===== src/adc_cfg_pkg.sv =====
// Package: register addresses, field layout, reset values and types of the converter block
`default_nettype none
package adc_cfg_pkg;
	// Special function register addresses
	localparam logic [7:0] ADDR_CONFIG = 8'hbc;
	localparam logic [7:0] ADDR_RES_LOW = 8'hbd;
	localparam logic [7:0] ADDR_RES_HIGH = 8'hbe;
	// Configuration field positions and reset value
	localparam int DIV_MSB = 7;
	localparam int DIV_LSB = 3;
	localparam int RPT_MSB = 2;
	localparam int RPT_LSB = 1;
	localparam int GAIN_EN_BIT = 0;
	localparam logic [7:0] CONFIG_RESET = 8'hf8;
	localparam logic [7:0] RESULT_RESET = 8'h00;
	// Indirect gain register addresses and reset values
	localparam logic [7:0] GAIN_ADDR_HIGH = 8'h04;
	localparam logic [7:0] GAIN_ADDR_LOW = 8'h07;
	localparam logic [7:0] GAIN_ADDR_EXTRA = 8'h08;
	localparam logic [7:0] GAIN_HIGH_RESET = 8'hfc;
	localparam logic [7:0] GAIN_LOW_RESET = 8'h00;
	localparam logic [7:0] GAIN_EXTRA_RESET = 8'h01;
	// Burst source clock ceiling and system clock rate
	localparam int BURST_SRC_MAX_MHZ = 30;
	localparam int SYS_CLK_MHZ = 125;

	// Repeat count encodings
	typedef enum logic [1:0] {RPT_ONE = 2'b00, RPT_FOUR = 2'b01, RPT_EIGHT = 2'b10,
		RPT_SIXTEEN = 2'b11} repeat_t;

	// Special function register bus request
	typedef struct packed {
		logic wr;
		logic rd;
		logic [7:0] addr;
		logic [7:0] wdata;
	} sfr_req_t;

	// Write-only gain registers
	typedef struct packed {
		logic [7:0] high_byte;
		logic [7:0] low_nibble;
		logic [7:0] extra_step;
	} gain_regs_t;

	// Conversion sample from the analog core
	typedef struct packed {
		logic valid;
		logic [11:0] code;
	} sample_t;

	// Number of conversions for a repeat setting
	function automatic logic [4:0] repeat_len(input logic [1:0] rpt);
		case (rpt)
			2'b00: repeat_len = 5'h01;
			2'b01: repeat_len = 5'h04;
			2'b10: repeat_len = 5'h08;
			default: repeat_len = 5'h10;
		endcase
	endfunction
endpackage
`default_nettype wire


===== src/adc_cfg_top.sv =====
// Converter configuration, sequencing, accumulation and gain register access
// Overview of operation
// - Conversion clock is source over divider plus one
// - Non-burst: divider fed by system clock
// - Burst: divider fed by independent tick of at most 30 MHz
// - Repeat field sets conversions per interrupt
// - Non-burst: one conversion per start event
// - Burst: one start runs whole sequence
// - Results arriving while converting accumulate into result bytes
// - Encodings 00,01,10 give 1,4,8 conversions
// - Right, repeat 00: high byte four bits
// - Right, repeat 01: high byte five bits
// - Right, repeat 10: high byte six bits
// - Right, repeat 11: high byte eight bits
// - Left justified: high byte top eight bits
// - Config bit 0 enables gain programming
// - Gain on: high selects, low loads gain
// - Left justified: low byte bits 7:4 hold lsbs
`timescale 1ns/1ps
`default_nettype none
module adc_cfg_top (
	input wire logic mclk,
	input wire logic nrst,
	input wire adc_cfg_pkg::sfr_req_t sfr,
	output logic [7:0] sfr_rdata,
	input wire logic burst_mode_enable,
	input wire logic left_justify_select,
	input wire logic convert_start,
	input wire logic burst_src_tick,
	output logic conv_req,
	input wire adc_cfg_pkg::sample_t sample,
	output logic conversion_done_interrupt,
	output logic busy,
	output logic conversion_clock_tick,
	output adc_cfg_pkg::gain_regs_t gain_regs
);
	import adc_cfg_pkg::*;

	typedef enum logic [1:0] {ST_IDLE, ST_CONVERT, ST_WAIT_START} seq_t;

	typedef struct packed {
		logic [7:0] cfg;
		logic [7:0] gain_addr;
		gain_regs_t gain;
		logic [15:0] acc;
		logic [4:0] done_cnt;
		seq_t st;
		logic req;
		logic done;
		logic [7:0] rdata;
		logic [1:0] burst_sync;
	} top_state_t;

	top_state_t s_q;
	top_state_t s_d;
	logic src_tick;
	logic div_run;
	logic conv_tick;
	logic [7:0] fmt_high;
	logic [7:0] fmt_low;
	logic [4:0] seq_len;
	logic gain_on;
	logic burst_tick;

	// Burst source tick comes from another clock and is synchronised first
	assign burst_tick = s_q.burst_sync[1];
	assign src_tick = burst_mode_enable ? burst_tick : 1'b1;
	assign div_run = (s_q.st == ST_CONVERT);
	assign seq_len = repeat_len(s_q.cfg[RPT_MSB:RPT_LSB]);
	assign gain_on = s_q.cfg[GAIN_EN_BIT];

	clk_div u_div (
		.mclk(mclk),
		.nrst(nrst),
		.src_tick(src_tick),
		.div(s_q.cfg[DIV_MSB:DIV_LSB]),
		.run(div_run),
		.conv_tick(conv_tick)
	);

	result_fmt u_fmt (
		.acc(s_q.acc),
		.rpt(s_q.cfg[RPT_MSB:RPT_LSB]),
		.ljust(left_justify_select),
		.high_byte(fmt_high),
		.low_byte(fmt_low)
	);

	// Register access, sequencing and accumulation
	always_comb begin
		s_d = s_q;
		s_d.burst_sync = {s_q.burst_sync[0], burst_src_tick};
		s_d.req = 1'b0;
		s_d.done = 1'b0;
		// Register writes
		if (sfr.wr) begin
			if (sfr.addr == ADDR_CONFIG) begin
				s_d.cfg = sfr.wdata;
			end else if (sfr.addr == ADDR_RES_HIGH && gain_on) begin
				s_d.gain_addr = sfr.wdata;
			end else if (sfr.addr == ADDR_RES_LOW && gain_on) begin
				if (s_q.gain_addr == GAIN_ADDR_HIGH) begin
					s_d.gain.high_byte = sfr.wdata;
				end else if (s_q.gain_addr == GAIN_ADDR_LOW) begin
					s_d.gain.low_nibble = {sfr.wdata[7:4], 4'h0};
				end else if (s_q.gain_addr == GAIN_ADDR_EXTRA) begin
					s_d.gain.extra_step = {7'h00, sfr.wdata[0]};
				end
			end else if (sfr.addr == ADDR_RES_HIGH) begin
				s_d.acc[15:8] = sfr.wdata;
			end else if (sfr.addr == ADDR_RES_LOW) begin
				s_d.acc[7:0] = sfr.wdata;
			end
		end
		// Register reads; unmapped addresses read zero
		if (sfr.addr == ADDR_CONFIG) begin
			s_d.rdata = s_q.cfg;
		end else if (sfr.addr == ADDR_RES_HIGH) begin
			s_d.rdata = fmt_high;
		end else if (sfr.addr == ADDR_RES_LOW) begin
			s_d.rdata = fmt_low;
		end else begin
			s_d.rdata = 8'h00;
		end
		// Conversion sequencer
		case (s_q.st)
			ST_IDLE: begin
				if (convert_start) begin
					s_d.acc = 16'h0000;
					s_d.done_cnt = 5'h00;
					s_d.st = ST_CONVERT;
				end
			end
			ST_CONVERT: begin
				if (conv_tick) begin
					s_d.req = 1'b1;
				end
				if (sample.valid) begin
					s_d.acc = s_q.acc + {4'h0, sample.code};
					s_d.done_cnt = s_q.done_cnt + 5'h01;
					if (s_q.done_cnt + 5'h01 >= seq_len) begin
						s_d.done = 1'b1;
						s_d.st = ST_IDLE;
					end else if (!burst_mode_enable) begin
						s_d.st = ST_WAIT_START;
					end else begin
						s_d.st = ST_CONVERT;
					end
				end
			end
			default: begin
				if (convert_start) begin
					s_d.st = ST_CONVERT;
				end
			end
		endcase
	end

	// Single register for all state; reset values as documented
	always_ff @(posedge mclk) begin
		if (!nrst) begin
			s_q.cfg <= CONFIG_RESET;
			s_q.gain_addr <= 8'h00;
			s_q.gain <= {GAIN_HIGH_RESET, GAIN_LOW_RESET, GAIN_EXTRA_RESET};
			s_q.acc <= {RESULT_RESET, RESULT_RESET};
			s_q.done_cnt <= 5'h00;
			s_q.st <= ST_IDLE;
			s_q.req <= 1'b0;
			s_q.done <= 1'b0;
			s_q.rdata <= 8'h00;
			s_q.burst_sync <= 2'h0;
		end else begin
			s_q <= s_d;
		end
	end

	assign sfr_rdata = s_q.rdata;
	assign conv_req = s_q.req;
	assign conversion_done_interrupt = s_q.done;
	assign busy = (s_q.st != ST_IDLE);
	assign conversion_clock_tick = conv_tick;
	assign gain_regs = s_q.gain;
endmodule
`default_nettype wire


===== src/clk_div.sv =====
// Conversion clock divider: one enable pulse every div+1 source ticks
`timescale 1ns/1ps
`default_nettype none
module clk_div (
	input wire logic mclk,
	input wire logic nrst,
	input wire logic src_tick,
	input wire logic [4:0] div,
	input wire logic run,
	output logic conv_tick
);
	import adc_cfg_pkg::*;

	typedef struct packed {
		logic [4:0] cnt;
		logic tick;
	} div_state_t;

	div_state_t s_q;
	div_state_t s_d;

	// Count source ticks; restart whenever the divider is idle
	always_comb begin
		s_d = s_q;
		s_d.tick = 1'b0;
		if (!run) begin
			s_d.cnt = 5'h00;
		end else if (src_tick) begin
			if (s_q.cnt >= div) begin
				s_d.cnt = 5'h00;
				s_d.tick = 1'b1;
			end else begin
				s_d.cnt = s_q.cnt + 5'h01;
			end
		end
	end

	always_ff @(posedge mclk) begin
		if (!nrst) begin
			s_q <= '0;
		end else begin
			s_q <= s_d;
		end
	end

	assign conv_tick = s_q.tick;
endmodule
`default_nettype wire


===== src/result_fmt.sv =====
// Result formatter: justifies the accumulated sum into high and low bytes
`timescale 1ns/1ps
`default_nettype none
module result_fmt (
	input wire logic [15:0] acc,
	input wire logic [1:0] rpt,
	input wire logic ljust,
	output logic [7:0] high_byte,
	output logic [7:0] low_byte
);
	import adc_cfg_pkg::*;

	// Right-justified high byte width grows with the repeat count
	always_comb begin
		low_byte = acc[7:0];
		if (ljust) begin
			high_byte = acc[11:4];
			low_byte = {acc[3:0], 4'h0};
		end else begin
			case (rpt)
				2'b00: high_byte = {4'h0, acc[11:8]};
				2'b01: high_byte = {3'h0, acc[12:8]};
				2'b10: high_byte = {2'h0, acc[13:8]};
				default: high_byte = acc[15:8];
			endcase
		end
	end
endmodule
`default_nettype wire


===== config.mk =====
export PLATFORM = sky130hd
export DESIGN_NAME = adc_cfg_top
export DESIGN_NICKNAME = d
export VERILOG_FILES = /design/src/adc_cfg_pkg.sv /design/src/adc_cfg_top.sv /design/src/clk_div.sv /design/src/result_fmt.sv
export SDC_FILE = /design/constraint.sdc
export NUM_CORES = 1
export LEC_CHECK = 0
export ABC_AREA = 1
export ABC_CLOCK_PERIOD_IN_PS = 3300
export BUFFER_PORTS_ARGS = -buffer_cell sky130_fd_sc_hd__buf_2
export CAP_MARGIN = 10
export CORE_AREA = 4 4 119 121
export CTS_CLUSTER_SIZE = 12
export DETAILED_ROUTE_END_ITERATION = 8
export DIE_AREA = 0 0 123 125
export PLACE_DENSITY = 0.51
export SLEW_MARGIN = 20
export SYNTH_ARGS = -nofsm -noshare
export SYNTH_HDL_FRONTEND = slang
export SYNTH_SLANG_ARGS = --single-unit

===== constraint.sdc =====
create_clock -name mclk -period 3.3 [get_ports mclk]
set_input_delay 0.33 -clock mclk [delete_from_list [all_inputs] [get_ports mclk]]
set_output_delay 0.33 -clock mclk [all_outputs]
set_load 0.01 [all_outputs]

==> results of run 1 <==
[final cells by class]
| type | count | share of cell area [%] |
|---|---|---|
| inverter | 107 | 7.981 |
| clock buffer | 14 | 5.214 |
| sequential | 70 | 27.67 |
| multi-input combinational | 445 | 48.46 |
| tap | 176 | 4.349 |
| timing repair buffer | 62 | 6.227 |
| clock inverter | 1 | 0.09884 |
[power breakdown]
group	internal [µW]	leakage, µW	switching (µW)
logic	73.4	0.00184	154
registers	858	0.000566	12.2
clock network	545	0.000133	336
total	1480	0.00254	503
[cells by family (layout without fill, tap and decap cells)]
kind of cell / after synthesis / count (layout)
simple gates: 267 / 267
buf+inv: 148 / 184
compound gates: 136 / 136
flops: 70 / 70
fa+ha+maj: 24 / 24
xor+xnor: 7 / 7
other cells: 1 / 11
[final timing paths]
| path | startpoint | endpoint | slack, ps | depth (start not counted) |
|---|---|---|---|---|
| worst max-delay path | s_q[14]$_SDFFE_PN0P_ | conversion_done_interrupt$_SDFF_PN0_ | 1320 | 9 |
| worst min-delay path | burst_src_tick | s_d[1]$_SDFF_PN0_ | 190 | 3 |
| worst max register to register | s_q[14]$_SDFFE_PN0P_ | conversion_done_interrupt$_SDFF_PN0_ | 1320 | 9 |
| worst min register to register | u_div.conv_tick$_SDFF_PN0_ | conv_req$_SDFF_PN0_ | 430 | 2 |
[synth_stat cells (all sizes together), types with 3 or more instances]
library cell | instances | area, µm²
nand2 | 153 | 584.3
o21ai | 52 | 260.3
nor2 | 46 | 262.8
o211ai | 16 | 140.1
nand4 | 13 | 138.9
a31oi | 3 | 18.77
buf | 37 | 267.8
nor3 | 4 | 20.02
a21oi | 57 | 285.3
clkbuf | 4 | 15.01
ha | 23 | 287.8
or2 | 5 | 31.28
dfxtp | 70 | 1401
xor2 | 5 | 43.79
inv | 105 | 396.6
nand3 | 41 | 205.2
[layer usage]
metal | up-vias | global-route usage, % | part of all wire, %
met2 | 84 | 26.73 | 47
met4 | 0 | 3.713 | 1.1
met1 | 1861 | 21.90 | 47
met3 | 11 | 3.388 | 5.1
met5 | - | 0 | 0
li1 | 2174 | - | -
[registers in the layout, summed over array words and instances, names as in the netlist]
signal and count:
s_q 38, gain_regs 13, sfr_rdata 8, u_div.s_q 5
burst_tick 1, conv_req 1, conversion_done_interrupt 1, gain_on 1
s_d 1, u_div.conv_tick 1
[per-stage QoR]
stage	cells	power (µW)	utilization, %	instance area [µm²]
floorplan	663	1044	-	4542
global placement	860	1112	36.64	4795
detailed placement	860	1117	36.64	4795
CTS	875	2005	38.70	5064
global route	875	2075	38.70	5064
finish	875	1978	38.70	5064
[worst max-delay path: stages (launching register included)]
cell	delay, ps
sky130_fd_sc_hd__dfxtp_1	400
sky130_fd_sc_hd__ha_1	210
sky130_fd_sc_hd__xor2_1	220
sky130_fd_sc_hd__ha_1	260
sky130_fd_sc_hd__a21oi_1	140
sky130_fd_sc_hd__o21bai_1	80
sky130_fd_sc_hd__a21oi_1	340
sky130_fd_sc_hd__inv_1	110
sky130_fd_sc_hd__nand2_1	70
sky130_fd_sc_hd__inv_1	40
==> results_tabular.tex, run 1 <==
\begin{tabular}{lr}
\hline
Metric & Value \\
\hline
\multicolumn{2}{l}{\textbf{Run status}} \\
\quad Status & complete, no violations \\
\multicolumn{2}{l}{\textbf{Critical path}} \\
\quad Crit-path max FO & 5 \\
\quad Data arrival at the endpoint of the critical path & about 2200 ps \\
\quad CP Data Required Time & 3530 ps \\
\quad Endpoint class of the critical path & flip-flop \\
\quad Type of the setup path with the least slack & reg2reg \\
\quad Critical path launch point type & flip-flop \\
\multicolumn{2}{l}{\textbf{STA}} \\
\quad Final setup margin & 1324 ps \\
\quad Minimum clock period & 1976 ps \\
\quad Final Cycle Share & between 50\% and 60\% \\
\quad Worst Max-Slew Pin Slew & 564.4 ps \\
\quad Setup tns final & 0 ps \\
\quad Worst-case hold slack & around 190 ps \\
\quad Finish-stage setup viols & 0 \\
\quad Setup repair after global routing missed its margin & false \\
\quad Maximum achievable frequency & 506.0 MHz \\
\quad Max-slew headroom & 62.33\% \\
\quad Final Hold Violating Endpoints & 0 \\
\quad Max-slew violation count & 0 \\
\quad Worst clock skew & 6.347 ps \\
\multicolumn{2}{l}{\textbf{Worst hold path}} \\
\quad Kind of path behind the tightest hold check & in2reg \\
\multicolumn{2}{l}{\textbf{Clocking}} \\
\quad Number of setup buffers added after CTS & 0 \\
\quad Clock sink total & 70 \\
\quad Number of buffers between clock root and the deepest sink & 2 \\
\quad Root cell of the clock tree & sky130\_fd\_sc\_hd\_\_clkbuf\_16 \\
\quad Hold Buf Count CTS & 0 \\
\quad Source-to-sink clock delay at the later pin of the worst-skew pair & 330 ps \\
\quad Clock tree from TritonCTS & yes \\
\quad Number of resized instances in the post-cts repair step & 0 \\
\quad Clock Pin Slew Worst Setup and Hold Paths & 50 ps \\
\quad Level count of the clock H-tree & 3 \\
\quad Number of buffers added by the clock tree synthesis step & 9 \\
\multicolumn{2}{l}{\textbf{Die}} \\
\quad X dimension of the die & roughly 120 µm \\
\quad Die Area & 0.01538 mm² \\
\quad Effective utilization at floorplan & 34.42\% \\
\quad Die span in y & 125 µm \\
\quad Top Ports & 73 \\
\quad CORE AREA & 0.01309 mm² \\
\quad Cell row count & 42 \\
\multicolumn{2}{l}{\textbf{Routing}} \\
\quad Via-to-Cell Ratio & 4.720 \\
\quad Routed WL & 12090 µm \\
\quad Via Count & 4130 \\
\quad Initial DRC Count & $\sim$230 \\
\quad DRC violations left & 0 \\
\quad Wire length per cell after detailed routing & 13.82 µm \\
\quad Residual antenna-violating net count after detailed routing & 0 \\
\quad First-pass DRT Iterations & 6 \\
\multicolumn{2}{l}{\textbf{Final layout}} \\
\quad Multi-input combinational cell area & about 0.0025 mm² \\
\quad Sequential cell area in the final layout & between 0.001 and 0.0015 mm² \\
\quad Layout-stage area growth over the synthesis result & 12.42\% \\
\quad Most common cell after layout, fill and taps aside & sky130\_fd\_sc\_hd\_\_nand2\_1 \\
\quad Antenna cell count & 0 \\
\quad Share of post-route cells with drive strength above 1 & 16.02\% \\
\quad Fillcell total & about 1400 \\
\quad Commonest cells after routing, fill and taps aside & sky130\_fd\_sc\_hd\_\_nand2\_1, sky130\_fd\_sc\_hd\_\_inv\_1, sky130\_fd\_sc\_hd\_\_dfxtp\_1 \\
\quad Post-layout net count & $\sim$760 \\
\multicolumn{2}{l}{\textbf{Synth}} \\
\quad Combinational family with the most area after synthesis & simple AND/OR/NAND/NOR gates \\
\quad Cell area after technology mapping & 0.004504 mm² \\
\quad Adder and majority cell fraction of the synthesized area & 6.833\% \\
\quad Flop and latch count out of synthesis & 70 \\
\quad Fraction of the yosys area taken by sequential cells & 31.11\% \\
\quad Area share of xor/xnor cells in the synthesized design & approximately 1.4\% \\
\quad Share of cell area taken by muxes after synthesis & 0\% \\
\quad Asr flop ratio synth & 0\% \\
\quad Simple-Gate Fraction of Synth Area & around 28\% \\
\quad Count of yosys warnings during synthesis & 0 \\
\quad Synthesized-area fraction occupied by ao, oa, aoi and oai cells & 17.06\% \\
\quad Gate count of the mapped netlist & 653 \\
\quad Leading register cell type out of synthesis & sky130\_fd\_sc\_hd\_\_dfxtp\_1 \\
\quad Synthesized area per cell & 6.898 µm² \\
\quad Distinct cell type count of the synthesized netlist & 43 \\
\quad Number of enable flip-flop cells after synthesis & 0 \\
\multicolumn{2}{l}{\textbf{Global route}} \\
\quad Global-route congestion overflow total & 0 \\
\quad Vias in the first global route & a little under 4000 \\
\quad Initial antenna violation count & 0 \\
\quad Wire length of the first global-routing pass & 19920 µm \\
\quad Largest net degree at the start of global routing & 37 \\
\quad GRT Util Overall & 16.27\% \\
\multicolumn{2}{l}{\textbf{Place}} \\
\quad HPWL Detailed & approximately 10000 µm \\
\quad Last weighted congestion value of the routability-driven placer & between 0.8 and 0.9 \\
\quad Port bufs & 60 \\
\quad Dpl ws & between 1000 and 1500 ps \\
\multicolumn{2}{l}{\textbf{Power}} \\
\quad Worst VDD drop & 276.7 µV \\
\quad Leakage power total & 0.002544 µW \\
\quad PwrDens & roughly 400 mW/mm² \\
\multicolumn{2}{l}{\textbf{Flow run}} \\
\quad Number of max-cap violations & 0 \\
\hline
\end{tabular}
(Power assumes the default switching activity.)
==> inputs of run 2 (changes only) <==
- ABC_CLOCK_PERIOD_IN_PS: 3300 -> 2050
- clock period: 3.3 -> 2.05 ns (I/O delays scaled with it)
==> run 2 against run 1 <==
Effect of this change: total power increased by 83%; clock-buffer cell count fell by 3; wire length is 0.83% higher; critical path type unchanged; critical endpoint is now s_q[26]$_SDFF_PN0_; largest cell class unchanged; largest power group unchanged; highest routed layer unchanged.
==> results_tabular.tex, run 2 (synthesis gave the netlist of run 1 again) <==
\begin{tabular}{lr}
\hline
Metric & Value \\
\hline
\multicolumn{2}{l}{\textbf{Run status}} \\
\quad Status & complete, no violations \\
\multicolumn{2}{l}{\textbf{Routing}} \\
\quad Via Count & 4172 (+1.0\%) \\
\quad Routed WL & 12190 µm (+0.83\%) \\
\quad Residual antenna-violating net count after detailed routing & 0 (unchanged) \\
\quad Detailed route wirelength on metal3 & 489 µm (-20\%) \\
\quad DRC violations left & 0 (unchanged) \\
\quad Metal-1 WL & 5955 µm (+5.7\%) \\
\quad Top Layer Used & met4 \\
\quad Initial DRC Count & 243 (+4.3\%) \\
\quad First-pass DRT Iterations & 4 (-2) \\
\quad Via-to-Cell Ratio & 4.725 (+0.10\%) \\
\quad Wire length per cell after detailed routing & 13.81 µm (about the same) \\
\quad Met2 wire length & 5568 µm (-2.4\%) \\
\multicolumn{2}{l}{\textbf{Power}} \\
\quad Gate power share & 10.4\% (-1.1 points) \\
\quad NetSw & 854.5 µW (+70\%) \\
\quad Portion of total power attributed to the clock network & 50.9\% (+6.4 points) \\
\quad Leakage power total & 0.002616 µW (+2.8\%) \\
\quad Internal power & 2760 µW (+87\%) \\
\quad Switch share & 23.64\% (-1.8 points) \\
\quad Seq pwr share & 38.7\% (-5.3 points) \\
\quad PwrDens & 694.3 mW/mm² (+78\%) \\
\quad Worst VDD drop & 369.7 µV (+34\%) \\
\multicolumn{2}{l}{\textbf{Critical path}} \\
\quad Start of the worst register-to-register path & s\_q[22]\$\_SDFF\_PN0\_ \\
\quad Endpoint class of the critical path & flip-flop \\
\quad Critical path launch point type & flip-flop \\
\quad Register-to-register setup slack & 260 ps (-1060 ps) \\
\quad Worst path max stage delay & 340 ps (-60 ps) \\
\quad Reg2Reg Depth & 10 (+1) \\
\quad CP Data Required Time & 2260 ps (-1270 ps) \\
\quad Most frequent CP cell & sky130\_fd\_sc\_hd\_\_nand2\_1 \\
\quad Type of the setup path with the least slack & reg2reg \\
\quad Data arrival at the endpoint of the critical path & 2010 ps (-190 ps) \\
\quad Slowest stage cell, crit path & sky130\_fd\_sc\_hd\_\_dfxtp\_1 \\
\quad Reg2Reg Capture Point & s\_q[26]\$\_SDFF\_PN0\_ \\
\quad Crit-path max FO & 6 (+1) \\
\quad Cell breakdown of the critical path & ha\_1 > nand2\_1 > inv\_1 > nand2\_1 > nand3\_1 > nand2\_1 > nand2\_1 > or2\_2 > nand3\_1 > nand2\_1 \\
\multicolumn{2}{l}{\textbf{STA}} \\
\quad Worst clock skew & 7.312 ps (+0.9648 ps) \\
\quad Minimum clock period & 1791 ps (-185.5 ps) \\
\quad Setup tns final & 0 ps (unchanged) \\
\quad Final Hold Violating Endpoints & 0 (unchanged) \\
\quad Worst-case hold slack & 59.91 ps (-130.0 ps) \\
\quad Maximum achievable frequency & 558.4 MHz (+10\%) \\
\quad Finish-stage setup viols & 0 (unchanged) \\
\quad Final Cycle Share & 87.35\% (+27 points) \\
\quad Max-slew violation count & 0 (unchanged) \\
\quad Setup repair after global routing missed its margin & false \\
\multicolumn{2}{l}{\textbf{Die}} \\
\quad Die Area & 0.01538 mm² (unchanged) \\
\quad Effective utilization at floorplan & 34.42\% (unchanged) \\
\quad Cell row count & 42 (unchanged) \\
\quad Top Ports & 73 (unchanged) \\
\quad X dimension of the die & 123 µm (unchanged) \\
\quad Die span in y & 125 µm (unchanged) \\
\quad CORE AREA & 0.01309 mm² (unchanged) \\
\multicolumn{2}{l}{\textbf{Clocking}} \\
\quad Number of buffers between clock root and the deepest sink & 2 (unchanged) \\
\quad Clock sink total & 70 (unchanged) \\
\quad Root cell of the clock tree & sky130\_fd\_sc\_hd\_\_clkbuf\_16 \\
\quad Number of resized instances in the post-cts repair step & 0 (unchanged) \\
\quad Source-to-sink clock delay at the later pin of the worst-skew pair & 330 ps (about the same) \\
\quad Clock tree from TritonCTS & yes \\
\quad Clock Pin Slew Worst Setup and Hold Paths & 50 ps (about the same) \\
\quad Hold Buf Count CTS & 0 (unchanged) \\
\quad Number of setup buffers added after CTS & 0 (unchanged) \\
\quad Level count of the clock H-tree & 3 (unchanged) \\
\quad Number of buffers added by the clock tree synthesis step & 9 (unchanged) \\
\multicolumn{2}{l}{\textbf{Final layout}} \\
\quad Most common cell after layout, fill and taps aside & sky130\_fd\_sc\_hd\_\_nand2\_1 \\
\quad Antenna cell count & 0 (unchanged) \\
\quad Layout-stage area growth over the synthesis result & 15.56\% \\
\quad Commonest cells after routing, fill and taps aside & sky130\_fd\_sc\_hd\_\_nand2\_1, sky130\_fd\_sc\_hd\_\_inv\_1, sky130\_fd\_sc\_hd\_\_dfxtp\_1 \\
\quad Post-layout net count & 763 (+0.93\%) \\
\quad Max FFs per register & 38 (unchanged) \\
\quad Register bank with the most flops & s\_q \\
\quad Share of post-route cells with drive strength above 1 & 17.40\% (+1.4 points) \\
\multicolumn{2}{l}{\textbf{Place}} \\
\quad Port bufs & 60 (unchanged) \\
\quad Last weighted congestion value of the routability-driven placer & 0.8851 (+1.3\%) \\
\quad HPWL Detailed & 9919 µm (+1.6\%) \\
\multicolumn{2}{l}{\textbf{Global route}} \\
\quad GRT Util Overall & 16.51\% (+0.24 points) \\
\quad Vias in the first global route & 4011 (+0.80\%) \\
\quad Global-route congestion overflow total & 0 (unchanged) \\
\quad Wire length of the first global-routing pass & 20070 µm (+0.76\%) \\
\quad Largest net degree at the start of global routing & 37 (unchanged) \\
\quad Initial antenna violation count & 0 (unchanged) \\
\multicolumn{2}{l}{\textbf{Worst hold path}} \\
\quad Hold Crit Start & burst\_src\_tick \\
\quad Worst Hold Endpoint & s\_d[1]\$\_SDFF\_PN0\_ \\
\quad Kind of path behind the tightest hold check & in2reg \\
\quad WHS Path Cells & 3 (unchanged) \\
\multicolumn{2}{l}{\textbf{Flow run}} \\
\quad Number of max-cap violations & 0 (unchanged) \\
\hline
\end{tabular}
[run 2: cell type report]
cell class                      instances  area [µm²]
Timing Repair Buffer                   69       367.9
Tap cell                              176       220.2
Multi-Input combinational cell        445        2454
Sequential cell                        70        1401
Clock inverter                          5       105.1
Fill cell                            1425        7880
Clock buffer                           11       252.7
Inverter                              107       404.1
[run 2: worst max-delay path by stage]
stage | slack [ps] | startpoint | depth (start not counted) | endpoint
floorplan | 440 | s_q[19]$_SDFF_PN0_ | 7 | s_q[25]$_SDFF_PN0_
global placement | 260 | sample[0] | 11 | s_q[29]$_SDFF_PN0_
detailed placement | 250 | s_q[22]$_SDFF_PN0_ | 10 | s_q[28]$_SDFF_PN0_
CTS | 240 | s_q[22]$_SDFF_PN0_ | 10 | s_q[26]$_SDFF_PN0_
global route | 40 | s_q[19]$_SDFF_PN0_ | 9 | s_q[27]$_SDFF_PN0_
finish | 260 | s_q[22]$_SDFF_PN0_ | 10 | s_q[26]$_SDFF_PN0_
[run 2: routing by layer]
metal / up-vias / GRT usage, %
met5: - / 0
met4: 0 / 4.104
met3: 11 / 3.342
met2: 86 / 26.70
met1: 1879 / 22.51
li1: 2196 / -
[run 2: critical path: cells and delay by family, from the launching register on]
kind / cells / cell delay [ps]
and+or+nand+nor: 8 / 950
DFF: 1 / 340
adders and majority gates: 1 / 340
buffers and inverters: 1 / 50
[run 2: power by group through the flow]
| stage | Sequential (µW) | Clock (µW) | Combinational (µW) |
|---|---|---|---|
| floorplan | 1420 | 0 | 260 |
| global placement | 1430 | 0 | 375 |
| detailed placement | 1430 | 0 | 379 |
| CTS | 1400 | 1880 | 381 |
| global route | 1400 | 1940 | 433 |
| finish | 1400 | 1840 | 377 |
[run 2: per-stage QoR]
step / setup WS (ps) / util [%] / total power [µW] / std cells / area (µm²)
after global routing: 36.87 / 39.78 / 3769 / 883 / 5205
after CTS: 235.0 / 39.78 / 3663 / 883 / 5205
after floorplan: 436.6 / - / 1681 / 663 / 4542
final: 259.3 / 39.78 / 3614 / 883 / 5205
after global placement: 260.5 / 37.04 / 1803 / 867 / 4847
after detailed placement: 250.7 / 37.04 / 1807 / 867 / 4847
